**src/wubm_pkg.sv**
```systemverilog
// Constants for the wake-up timer and battery monitor block
package wubm_pkg;
  // Register indices; byte address is four times the index
  localparam logic [7:0] IDX_PERIOD1 = 8'h14;
  localparam logic [7:0] IDX_MANT_HI = 8'h15;
  localparam logic [7:0] IDX_MANT_LO = 8'h16;
  localparam logic [7:0] IDX_CUR_HI = 8'h17;
  localparam logic [7:0] IDX_CUR_LO = 8'h18;
  localparam logic [7:0] IDX_ONWIN = 8'h19;
  localparam logic [7:0] IDX_BTHR = 8'h1a;
  localparam logic [7:0] IDX_BLVL = 8'h1b;
  localparam logic [7:0] IDX_CTRL = 8'h30;
  localparam logic [7:0] IDX_IRQ_ST = 8'h31;
  localparam logic [7:0] IDX_IRQ_MSK = 8'h32;
  // Field positions
  localparam int EXP_R_LSB = 3;
  localparam int EXP_D_LSB = 0;
  localparam int CTRL_WAKE_EN = 0;
  localparam int CTRL_ONWIN_EN = 1;
  localparam int IRQ_WAKE = 0;
  localparam int IRQ_LOWBAT = 1;
  localparam int IRQ_ONWIN_END = 2;
  // Reset values
  localparam logic [2:0] EXP_R_RST = 3'h0;
  localparam logic [1:0] EXP_D_RST = 2'h0;
  localparam logic [15:0] MANT_RST = 16'h0001;
  localparam logic [7:0] ONWIN_RST = 8'h00;
  localparam logic [4:0] BTHR_RST = 5'h14;
  localparam logic [1:0] CTRL_RST = 2'h0;
  localparam logic [2:0] IRQ_MSK_RST = 3'h0;
  // Timing: base tick and mantissa step of 32 ticks
  localparam int CLK_FREQ_HZ = 100_000_000;
  localparam int TICK_FREQ_HZ = 32_768;
  localparam int TICK_CYCLES = CLK_FREQ_HZ / TICK_FREQ_HZ;
  localparam int MANT_STEP_TICKS = 32;
  localparam int SLEEP_UPD_S = 1;
  localparam int SLEEP_UPD_TICKS = SLEEP_UPD_S * TICK_FREQ_HZ;
endpackage

```
**src/wubm_batt_samp.sv**
```systemverilog
// Battery converter result synchroniser and sleep-rate sampler
`timescale 1ns/1ps
module wubm_batt_samp #(
  parameter int UPD_TICKS = wubm_pkg::SLEEP_UPD_TICKS
) (
  input wire logic hclk,
  input wire logic hresetn,
  input wire logic tick,
  input wire logic sleep_mode,
  input wire logic [4:0] level_in,
  output logic [4:0] level_q,
  output logic upd_q
);
  logic [4:0] s1_q, s2_q, s3_q;
  logic [15:0] sec_q;
  logic sec_hit;

  assign sec_hit = tick && (sec_q == 16'(UPD_TICKS - 1));

  always_ff @(posedge hclk or negedge hresetn) begin
    if (!hresetn) begin
      s1_q <= 5'h00;
      s2_q <= 5'h00;
      s3_q <= 5'h00;
    end else begin
      s1_q <= level_in;
      s2_q <= s1_q;
      s3_q <= s2_q;
    end
  end

  always_ff @(posedge hclk or negedge hresetn) begin
    if (!hresetn) begin
      sec_q <= 16'h0000;
    end else if (sec_hit) begin
      sec_q <= 16'h0000;
    end else if (tick) begin
      sec_q <= sec_q + 16'h0001;
    end
  end

  // Converter code is taken only when two sync stages agree
  always_ff @(posedge hclk or negedge hresetn) begin
    if (!hresetn) begin
      level_q <= 5'h00;
      upd_q <= 1'b0;
    end else begin
      upd_q <= 1'b0;
      if ((s2_q == s3_q) && (!sleep_mode || sec_hit)) begin // RULE_09
        level_q <= s3_q; // RULE_08
        upd_q <= 1'b1;
      end
    end
  end
endmodule // wubm_batt_samp

```
**src/wubm_tick_gen.sv**
```systemverilog
// Divider producing the one-cycle 32.768 kHz tick enable
`timescale 1ns/1ps
module wubm_tick_gen #(
  parameter int DIV = wubm_pkg::TICK_CYCLES
) (
  input wire logic hclk,
  input wire logic hresetn,
  output logic tick_q
);
  logic [12:0] cnt_q;

  always_ff @(posedge hclk or negedge hresetn) begin
    if (!hresetn) begin
      cnt_q <= 13'h0000;
      tick_q <= 1'b0;
    end else if (cnt_q == 13'(DIV - 1)) begin
      cnt_q <= 13'h0000;
      tick_q <= 1'b1;
    end else begin
      cnt_q <= cnt_q + 13'h0001;
      tick_q <= 1'b0;
    end
  end
endmodule // wubm_tick_gen

```
**src/wubm_top.sv**
```systemverilog
// Wake-up timer, on-window and low-battery monitor with AHB-Lite registers
//
// What this block does
// (RULE_01) The wake period is 32 x mantissa x 2^(R-D) ticks of 1/32.768 ms.
// (RULE_02) The 16-bit mantissa sits in a high byte resetting to 0 and a low byte resetting to 1.
// (RULE_03) The running mantissa count is readable as two read-only bytes.
// (RULE_04) The on-window lasts 32 x duration x 2^(R-D) ticks with the same exponents.
// (RULE_05) The on-window duration is an 8-bit read-write byte resetting to 0.
// (RULE_06) The low-battery flag is set whenever the battery level is below the threshold.
// (RULE_07) The threshold code means 1.7 V plus 50 mV per step and resets to 10100.
// (RULE_08) The battery level is a 5-bit result in bits 4..0, upper bits read zero.
// (RULE_09) The battery level refreshes once a second in sleep, continuously otherwise.
// (RULE_10) Exponent R is bits 5..3 and D bits 1..0 of the first period byte.
// (RULE_11) The wake counter runs on the 32.768 kHz tick, signals wake and restarts at zero.
// (RULE_12) After each wake the receiver stays on for the on-window, then goes back to sleep.
`timescale 1ns/1ps
module wubm_top #(
  parameter int TICK_DIV = wubm_pkg::TICK_CYCLES,
  parameter int SLEEP_TICKS = wubm_pkg::SLEEP_UPD_TICKS
) (
  input wire logic hclk,
  input wire logic hresetn,
  input wire logic hsel,
  input wire logic [31:0] haddr,
  input wire logic [1:0] htrans,
  input wire logic hwrite,
  input wire logic [2:0] hsize,
  input wire logic [31:0] hwdata,
  input wire logic hready,
  output logic [31:0] hrdata,
  output logic hreadyout,
  output logic hresp,
  input wire logic sleep_mode,
  input wire logic [4:0] batt_code,
  output logic wake_evt,
  output logic on_window_time,
  output logic irq
);
  logic [2:0] wtr_q;
  logic [1:0] wtd_q;
  logic [15:0] wtm_q;
  logic [7:0] ldc_q;
  logic [4:0] lbdt_q;
  logic [1:0] ctrl_q;
  logic [2:0] irq_st_q, irq_msk_q, irq_set;
  logic [12:0] pre_q;
  logic [15:0] mant_q;
  logic [7:0] on_q;
  logic on_win_q, wake_q, irq_q;
  logic tick, run, pre_wrap, wake, on_end;
  logic [4:0] blvl;
  logic blvl_upd;
  logic wr_pend_q, rd_pend_q, hready_q;
  logic [7:0] widx_q, ridx_q;
  logic [31:0] hrdata_q;
  logic addr_ok;
  logic [7:0] aidx;
  logic [12:0] presc;

  // Mantissa step in ticks: 32 shifted by R then D
  function automatic logic [12:0] step_ticks(input logic [2:0] r, input logic [1:0] d);
    step_ticks = (13'(wubm_pkg::MANT_STEP_TICKS) << r) >> d;
  endfunction

  function automatic logic [31:0] rd_mux(input logic [7:0] idx, input logic [15:0] cur);
    rd_mux = 32'h0000_0000;
    unique case (idx)
      wubm_pkg::IDX_PERIOD1: rd_mux[5:0] = {wtr_q, 1'b0, wtd_q};
      wubm_pkg::IDX_MANT_HI: rd_mux[7:0] = wtm_q[15:8];
      wubm_pkg::IDX_MANT_LO: rd_mux[7:0] = wtm_q[7:0];
      wubm_pkg::IDX_CUR_HI: rd_mux[7:0] = cur[15:8];
      wubm_pkg::IDX_CUR_LO: rd_mux[7:0] = cur[7:0];
      wubm_pkg::IDX_ONWIN: rd_mux[7:0] = ldc_q;
      wubm_pkg::IDX_BTHR: rd_mux[4:0] = lbdt_q;
      wubm_pkg::IDX_BLVL: rd_mux[4:0] = blvl;
      wubm_pkg::IDX_CTRL: rd_mux[1:0] = ctrl_q;
      wubm_pkg::IDX_IRQ_ST: rd_mux[2:0] = irq_st_q;
      wubm_pkg::IDX_IRQ_MSK: rd_mux[2:0] = irq_msk_q;
      default: rd_mux = 32'h0000_0000;
    endcase
  endfunction

  wubm_tick_gen #(.DIV(TICK_DIV)) u_tick (
    .hclk(hclk),
    .hresetn(hresetn),
    .tick_q(tick)
  );

  wubm_batt_samp #(.UPD_TICKS(SLEEP_TICKS)) u_batt (
    .hclk(hclk),
    .hresetn(hresetn),
    .tick(tick),
    .sleep_mode(sleep_mode),
    .level_in(batt_code),
    .level_q(blvl),
    .upd_q(blvl_upd)
  );

  // Bus slave: writes take no wait state, reads take one
  assign aidx = haddr[9:2];
  assign addr_ok = hsel && hready && htrans[1];

  always_ff @(posedge hclk or negedge hresetn) begin
    if (!hresetn) begin
      wr_pend_q <= 1'b0;
      rd_pend_q <= 1'b0;
      widx_q <= 8'h00;
      ridx_q <= 8'h00;
    end else begin
      if (hready) begin
        wr_pend_q <= addr_ok && hwrite;
        widx_q <= aidx;
      end
      rd_pend_q <= addr_ok && !hwrite;
      if (addr_ok && !hwrite) begin
        ridx_q <= aidx;
      end
    end
  end

  // The wait state lets a write in the preceding data phase land before the read
  always_ff @(posedge hclk or negedge hresetn) begin
    if (!hresetn) begin
      hready_q <= 1'b1;
      hrdata_q <= 32'h0000_0000;
    end else if (addr_ok && !hwrite) begin
      hready_q <= 1'b0;
    end else if (rd_pend_q) begin
      hready_q <= 1'b1;
      hrdata_q <= rd_mux(ridx_q, mant_q); // RULE_03 RULE_08
    end
  end

  assign hrdata = hrdata_q;
  assign hreadyout = hready_q;
  assign hresp = 1'b0;

  always_ff @(posedge hclk or negedge hresetn) begin
    if (!hresetn) begin
      wtr_q <= wubm_pkg::EXP_R_RST;
      wtd_q <= wubm_pkg::EXP_D_RST;
      wtm_q <= wubm_pkg::MANT_RST;
      ldc_q <= wubm_pkg::ONWIN_RST;
      lbdt_q <= wubm_pkg::BTHR_RST;
      ctrl_q <= wubm_pkg::CTRL_RST;
      irq_msk_q <= wubm_pkg::IRQ_MSK_RST;
    end else if (wr_pend_q) begin
      unique case (widx_q)
        wubm_pkg::IDX_PERIOD1: begin
          wtr_q <= hwdata[wubm_pkg::EXP_R_LSB +: 3]; // RULE_10
          wtd_q <= hwdata[wubm_pkg::EXP_D_LSB +: 2]; // RULE_10
        end
        wubm_pkg::IDX_MANT_HI: wtm_q[15:8] <= hwdata[7:0]; // RULE_02
        wubm_pkg::IDX_MANT_LO: wtm_q[7:0] <= hwdata[7:0]; // RULE_02
        wubm_pkg::IDX_ONWIN: ldc_q <= hwdata[7:0]; // RULE_05
        wubm_pkg::IDX_BTHR: lbdt_q <= hwdata[4:0]; // RULE_07
        wubm_pkg::IDX_CTRL: ctrl_q <= hwdata[1:0];
        wubm_pkg::IDX_IRQ_MSK: irq_msk_q <= hwdata[2:0];
        default: ;
      endcase
    end
  end

  // Wake timer: prescaler of 32*2^(R-D) ticks, then mantissa count
  assign presc = step_ticks(wtr_q, wtd_q); // RULE_01 RULE_10
  assign run = ctrl_q[wubm_pkg::CTRL_WAKE_EN] && (wtm_q != 16'h0000);
  assign pre_wrap = run && tick && (pre_q >= presc - 13'h0001);
  assign wake = pre_wrap && (mant_q >= wtm_q - 16'h0001); // RULE_01

  // A zero mantissa would give a zero period, so it halts the timer
  always_ff @(posedge hclk or negedge hresetn) begin
    if (!hresetn) begin
      pre_q <= 13'h0000;
      mant_q <= 16'h0000;
    end else if (!run) begin
      pre_q <= 13'h0000;
      mant_q <= 16'h0000;
    end else if (wake) begin
      pre_q <= 13'h0000; // RULE_11
      mant_q <= 16'h0000; // RULE_11
    end else if (pre_wrap) begin
      pre_q <= 13'h0000;
      mant_q <= mant_q + 16'h0001;
    end else if (tick) begin
      pre_q <= pre_q + 13'h0001; // RULE_11
    end
  end

  // On-window: counted in mantissa steps from the wake that opened it
  assign on_end = on_win_q && !wake && pre_wrap && (on_q >= ldc_q - 8'h01); // RULE_04

  always_ff @(posedge hclk or negedge hresetn) begin
    if (!hresetn) begin
      on_win_q <= 1'b0;
      on_q <= 8'h00;
    end else if (wake) begin
      on_win_q <= ctrl_q[wubm_pkg::CTRL_ONWIN_EN] && (ldc_q != 8'h00); // RULE_12
      on_q <= 8'h00;
    end else if (on_end || !run) begin
      on_win_q <= 1'b0; // RULE_12
      on_q <= 8'h00;
    end else if (on_win_q && pre_wrap) begin
      on_q <= on_q + 8'h01; // RULE_04
    end
  end

  assign on_window_time = on_win_q;

  always_ff @(posedge hclk or negedge hresetn) begin
    if (!hresetn) begin
      wake_q <= 1'b0;
    end else begin
      wake_q <= wake;
    end
  end

  assign wake_evt = wake_q;

  // Events; a set in the same cycle as the read wins over the clear
  always_comb begin
    irq_set = 3'h0;
    irq_set[wubm_pkg::IRQ_WAKE] = wake;
    irq_set[wubm_pkg::IRQ_LOWBAT] = blvl < lbdt_q; // RULE_06
    irq_set[wubm_pkg::IRQ_ONWIN_END] = on_end;
  end

  always_ff @(posedge hclk or negedge hresetn) begin
    if (!hresetn) begin
      irq_st_q <= 3'h0;
    end else if (rd_pend_q && (ridx_q == wubm_pkg::IDX_IRQ_ST)) begin
      irq_st_q <= irq_set; // RULE_06
    end else begin
      irq_st_q <= irq_st_q | irq_set; // RULE_06
    end
  end

  always_ff @(posedge hclk or negedge hresetn) begin
    if (!hresetn) begin
      irq_q <= 1'b0;
    end else begin
      irq_q <= |(irq_st_q & irq_msk_q);
    end
  end

  assign irq = irq_q;

  property p_wake_restart;
    @(posedge hclk) disable iff (!hresetn)
    wake |=> (mant_q == 16'h0000) && (pre_q == 13'h0000);
  endproperty
  a_wake_restart: assert property (p_wake_restart) // RULE_11
    else $error("wake counter did not restart at zero");

  property p_pre_bound;
    @(posedge hclk) disable iff (!hresetn)
    run && (pre_q < presc) |=> (pre_q < presc) || $changed(presc);
  endproperty
  a_pre_bound: assert property (p_pre_bound) // RULE_01
    else $error("prescaler passed its 32*2^(R-D) step");

  property p_mant_bound;
    @(posedge hclk) disable iff (!hresetn)
    run && (mant_q < wtm_q) |=> (mant_q < wtm_q) || $changed(wtm_q);
  endproperty
  a_mant_bound: assert property (p_mant_bound) // RULE_01
    else $error("mantissa count reached the programmed mantissa");

  property p_evt_out;
    @(posedge hclk) disable iff (!hresetn)
    wake |=> wake_evt ##1 !wake_evt;
  endproperty
  a_evt_out: assert property (p_evt_out) // RULE_11
    else $error("wake event output not a one-cycle pulse");

  property p_win_open;
    @(posedge hclk) disable iff (!hresetn)
    wake && ctrl_q[wubm_pkg::CTRL_ONWIN_EN] && (ldc_q != 8'h00) |=> on_window_time;
  endproperty
  a_win_open: assert property (p_win_open) // RULE_12
    else $error("on-window did not open after wake");

  property p_win_close;
    @(posedge hclk) disable iff (!hresetn)
    $fell(on_win_q) |-> $past(on_end) || !$past(run) || $past(wake);
  endproperty
  a_win_close: assert property (p_win_close) // RULE_04
    else $error("on-window closed before its duration");

  property p_lowbat;
    @(posedge hclk) disable iff (!hresetn)
    (blvl < lbdt_q) |=> irq_st_q[wubm_pkg::IRQ_LOWBAT];
  endproperty
  a_lowbat: assert property (p_lowbat) // RULE_06
    else $error("low-battery flag missing");

  property p_cur_read;
    @(posedge hclk) disable iff (!hresetn)
    rd_pend_q && (ridx_q == wubm_pkg::IDX_CUR_LO) |=> hreadyout
      && (hrdata[7:0] == $past(mant_q[7:0])) && (hrdata[31:8] == 24'h00_0000);
  endproperty
  a_cur_read: assert property (p_cur_read) // RULE_03
    else $error("running mantissa readback wrong");

  property p_lvl_read;
    @(posedge hclk) disable iff (!hresetn)
    rd_pend_q && (ridx_q == wubm_pkg::IDX_BLVL) |=> hrdata[31:5] == 27'h000_0000;
  endproperty
  a_lvl_read: assert property (p_lvl_read) // RULE_08
    else $error("battery level upper bits not zero");

  property p_irq_out;
    @(posedge hclk) disable iff (!hresetn)
    |(irq_st_q & irq_msk_q) |=> irq;
  endproperty
  a_irq_out: assert property (p_irq_out)
    else $error("interrupt output not raised");

  property p_rd_wait;
    @(posedge hclk) disable iff (!hresetn)
    addr_ok && !hwrite |=> !hreadyout ##1 hreadyout;
  endproperty
  a_rd_wait: assert property (p_rd_wait)
    else $error("read did not take exactly one wait state");

  property p_status_clear;
    @(posedge hclk) disable iff (!hresetn)
    rd_pend_q && (ridx_q == wubm_pkg::IDX_IRQ_ST) |=> irq_st_q == $past(irq_set);
  endproperty
  a_status_clear: assert property (p_status_clear)
    else $error("status read did not clear to the new events");

  property p_win_step;
    @(posedge hclk) disable iff (!hresetn)
    on_win_q && pre_wrap && !wake && !on_end
      |=> on_window_time && (on_q == $past(on_q) + 8'h01);
  endproperty
  a_win_step: assert property (p_win_step) // RULE_04
    else $error("on-window step count wrong");

  property p_lvl_chg;
    @(posedge hclk) disable iff (!hresetn)
    $changed(blvl) |-> blvl_upd;
  endproperty
  a_lvl_chg: assert property (p_lvl_chg) // RULE_08
    else $error("battery level changed without an update");

  property p_sleep_upd;
    @(posedge hclk) disable iff (!hresetn)
    blvl_upd && $past(sleep_mode) |-> $past(tick);
  endproperty
  a_sleep_upd: assert property (p_sleep_upd) // RULE_09
    else $error("battery level refreshed off the sleep interval");

  c_wake: cover property (@(posedge hclk) disable iff (!hresetn) wake ##[1:1000] wake);
  c_window: cover property (@(posedge hclk) disable iff (!hresetn) $fell(on_win_q));
  c_lowbat: cover property (@(posedge hclk) disable iff (!hresetn) blvl_upd && irq);
endmodule // wubm_top

```
**config.mk**
```make
export PLATFORM = sky130hd
export DESIGN_NAME = wubm_top
export DESIGN_NICKNAME = d
export VERILOG_FILES = /design/src/wubm_pkg.sv /design/src/wubm_batt_samp.sv /design/src/wubm_tick_gen.sv /design/src/wubm_top.sv
export SDC_FILE = /design/constraint.sdc
export NUM_CORES = 1
export LEC_CHECK = 0
export BUFFER_PORTS_ARGS = -buffer_cell sky130_fd_sc_hd__buf_2
export CAP_MARGIN = 20
export CORE_AREA = 2 2 141 143
export DETAILED_ROUTE_END_ITERATION = 10
export DIE_AREA = 0 0 143 145
export PLACE_DENSITY = 0.72
export SETUP_SLACK_MARGIN = 0.05
export SYNTH_ARGS = -nofsm -noshare
export SYNTH_HDL_FRONTEND = slang
export SYNTH_SLANG_ARGS = --single-unit
```
**constraint.sdc**
```tcl
create_clock -name hclk -period 7.3 [get_ports hclk]
set_clock_uncertainty 0.1 [all_clocks]
set_input_delay 0.73 -clock hclk [delete_from_list [all_inputs] [get_ports hclk]]
set_output_delay 0.73 -clock hclk [all_outputs]
set_load 0.01 [all_outputs]
```
==> flow_metrics.env <==
export IMPL_rows=51
export IMPL_postCtsResizedCells=0
export IMPL_nets=1071
export IMPL_place_ws_ps=2860
export IMPL_io_pins=117
export IMPL_outcome="complete, no violations"
export IMPL_setup_ws_ps=2790
export IMPL_cap_violations=0
export IMPL_dp_hpwl_um=14400
export IMPL_finalMaxSlewViolations=0
export IMPL_totalWireLength_um=20400
export IMPL_cts_sinks=159
export IMPL_synth_edf_count=0
export IMPL_die_area_um2=20700
export IMPL_initial_core_util_pct=47.5
export IMPL_antenna_found_initial=0
export IMPL_postSynthCellCount=906
export IMPL_syn_area_um2=9130
export IMPL_grt_use_total_pct=20.5
export IMPL_antenna_cells=0
export IMPL_clk_latency_ps=430
export IMPL_htreeDepth=4
export IMPL_peakVddDrop_uv=189
export IMPL_drt_initial_drc_count=494
export IMPL_root_buffer="clkbuf_16"
export IMPL_min_path_cells=0
export IMPL_syn_area_per_cell_um2=10.1
export IMPL_relSlewSlack_pct=37.8
export IMPL_fin_crit_sh_pct=61.8
export IMPL_timing_rr_end="on_q[6]"
export IMPL_fmax_ghz=0.222
export IMPL_path_clk_slew_ps=60
export IMPL_first_pass_iters=5
export IMPL_wl_per_cell_um=16.8
export IMPL_core_area_um2=19200
export IMPL_area_growth_pct=10.9
export IMPL_rsz0062_at_grt="no"
export IMPL_port_buffers=39
export IMPL_startpoint="wtr_q[1]"
export IMPL_synthFlopType="dfrtp_1"
export IMPL_critical_path_class="reg -> reg"
export IMPL_die_y_um=145
export IMPL_path_cells="nand2b_1 > or4_1 > ha_1 > inv_1 > nand2_1 > nor3b_1 > o21ai_0 > o41ai_1 > a221oi_1 > ha_1 > and4_1 > and2_1 > a21o_1 > o21ai_0 > buf_4 > o221ai_1 > nor2_1"
export IMPL_cp_max_fo=14
export IMPL_grt_pass1_wl_um=33900
export IMPL_final_core_util_pct=52.7
export IMPL_crit_end="on_q[6]"
export IMPL_fillers=1683
export IMPL_cts_buffers=17
export IMPL_cp_top_family="simple AND/OR/NAND/NOR gates"
export IMPL_clk_path_buf_depth=2
export IMPL_routed_via_count=7047
export IMPL_rrSetupSlack_ps=2790
export IMPL_required_ps=7490
export IMPL_ys_seq_area_share_pct=43.6
export IMPL_worst_pin_slew_ps=933
export IMPL_critPathBufInv=2
export IMPL_yosys_warnings=0
export IMPL_hold_buffers=0
export IMPL_p_per_area_nw_per_um2=212
export IMPL_setup_tns_ps=0
export IMPL_grt_max_degree=85
export IMPL_die_w_um=143
export IMPL_ys_ff_latch=159
export IMPL_synth_distinct_cells=74
export IMPL_r2r_cells=17
export IMPL_grt_pass1_vias=6706
export IMPL_async_reset_ff_share_pct=100
export IMPL_cp_start_kind="flop"
export IMPL_hold_viol=0
export IMPL_cts_setup_buffers=0
export IMPL_hp_class="reg -> reg"
export IMPL_crit_cells=17
export IMPL_drive_gt1_share_pct=15.7
export IMPL_worstSetupEndpointType="flop"
export IMPL_critPathSlowestCell="or4_1"
export IMPL_drc=0
export IMPL_ant_nets=0
export IMPL_reg2reg_from="wtr_q[1]"
export IMPL_p_total_uw=2150
export IMPL_cpPeakStageDelay_ps=530
export IMPL_setup_viol=0
export IMPL_gp_congestion=0.876
export IMPL_crit_arrival_ps=4700
export IMPL_tritoncts="built"
export IMPL_power_leakage_uw=0.00453
export IMPL_overflow=0
export IMPL_via_per_inst=5.78
export IMPL_fin_crit_ps=4510
==> state kept, by name (all words and copies together), names as in the netlist, 8 cells and up <==
register      cells
mant_q           16
u_batt.sec_q     16
wtm_q            16
pre_q            13
u_tick.cnt_q     13
hrdata            8
ldc_q             8
on_q              8
ridx_q            8
widx_q            8
==> synth_stat cells (4+ instances only) <==
| library cell | n | area (um2) |
|---|---|---|
| inv_1 | 28 | 105 |
| nor2b_1 | 11 | 68.8 |
| nor3b_1 | 5 | 37.5 |
| or3_1 | 4 | 25.0 |
| o22ai_1 | 14 | 87.6 |
| and4_1 | 6 | 52.6 |
| a22oi_1 | 7 | 52.6 |
| clkbuf_1 | 18 | 67.6 |
| nand3b_1 | 4 | 30.0 |
| and3_1 | 17 | 106 |
| a32oi_1 | 4 | 35.0 |
| nor4_1 | 9 | 56.3 |
| a22o_1 | 11 | 96.3 |
| mux2_2 | 54 | 608 |
| dfstp_2 | 4 | 105 |
| a221oi_1 | 4 | 35.0 |
| buf_2 | 4 | 20.0 |
| o2111ai_1 | 4 | 35.0 |
| o21ai_1 | 4 | 20.0 |
| dfrtp_1 | 155 | 3880 |
| xnor2_1 | 37 | 324 |
| nand3_1 | 32 | 160 |
| a2111oi_0 | 4 | 35.0 |
| o21a_1 | 7 | 52.6 |
| buf_4 | 26 | 195 |
| xor2_1 | 26 | 228 |
| mux2i_1 | 7 | 70.1 |
| o21ai_0 | 39 | 195 |
| nor4b_1 | 6 | 52.6 |
| nor2_1 | 77 | 289 |
| a211oi_1 | 7 | 52.6 |
| nand2_1 | 86 | 323 |
| a21o_1 | 12 | 90.1 |
| nor3_1 | 15 | 75.1 |
| a21oi_1 | 19 | 95.1 |
| ha_1 | 49 | 613 |
| nand4_1 | 23 | 144 |
| or4_1 | 8 | 60.1 |
| and2_1 | 6 | 37.5 |
==> cell families (layout without fill, tap and decap cells) <==
group | count (synthesis) | count (layout) | synth area share (%)
adder cells (fa/ha/maj) | 49 | 49 | 6.71
XOR/XNOR | 63 | 63 | 6.04
flip-flops | 159 | 159 | 43.6
AO/OA/AOI/OAI | 163 | 163 | 12.5
multiplexers | 64 | 64 | 8.17
AND/OR/NAND/NOR | 327 | 327 | 18.4
buffers and inverters | 80 | 105 | 4.51
other | 1 | 25 | 0.0411
==> final cells by class <==
class	instances	area [um2]	share of cell area, %
Clock inverter	14	195	1.93
Sequential cell	159	3980	39.3
Tap cell	265	332	3.27
Inverter	29	109	1.07
Clock buffer	18	429	4.24
Timing Repair Buffer	44	239	2.36
Multi-Input combinational cell	691	4840	47.8
==> worst register-to-register path, cell delays in order, from the launching register on <==
cell      delay (ps)
dfrtp_1          510
nand2b_1         260
or4_1            530
ha_1             270
inv_1            210
nand2_1          100
nor3b_1          190
o21ai_0          110
o41ai_1          110
a221oi_1         180
ha_1             330
and4_1           240
and2_1           150
a21o_1           150
o21ai_0           90
buf_4            230
o221ai_1         490
nor2_1           120
==> worst min path at each step <==
stage	startpoint	endpoint	slack, ps
final	u_batt.s1_q[3]	u_batt.s2_q[3]	250
after detailed placement	u_batt.s1_q[1]	u_batt.s2_q[1]	240
after floorplan	u_batt.s1_q[0]	u_batt.s2_q[0]	230
after global routing	u_batt.s1_q[3]	u_batt.s2_q[3]	260
after global placement	u_batt.s1_q[4]	u_batt.s2_q[4]	230
after CTS	u_batt.s1_q[1]	u_batt.s2_q[1]	250
==> where the power goes <==
part / internal (uW) / switching (uW) / leakage (uW)
clock: 554 / 400 / 0.000304
combinational: 94.1 / 120 / 0.00219
sequential: 924 / 56.1 / 0.00203
total: 1570 / 575 / 0.00453
==> metrics by stage <==
stage	cells	cell area (um2)	hold WS, ps
6_report	1220	10100	251
5_1_grt	1220	10100	260
4_1_cts	1220	10100	254
3_5_place_dp	1188	9500	238
3_3_place_gp	1188	9500	232
2_1_floorplan	930	9220	231
==> per-layer routing <==
metal	vias to the layer above	part of all wire (%)	global-route usage, %	wire [um]
met5	-	0	0	0
met4	0	2.7	7.97	552
met3	44	4.8	3.50	977
met2	173	46	30.6	9320
met1	3473	47	29.8	9590
li1	3357	-	-	-
==> placed cells by master, fill, tap and decap left out, types with 26 or more instances in the layout <==
cell,instances
xor2_1,26
nand3_1,32
nand2_1,86
mux2_2,54
xnor2_1,37
o21ai_0,39
nor2_1,77
buf_2,38
inv_1,28
ha_1,49
dfrtp_1,155
(Power assumes the default switching activity.)
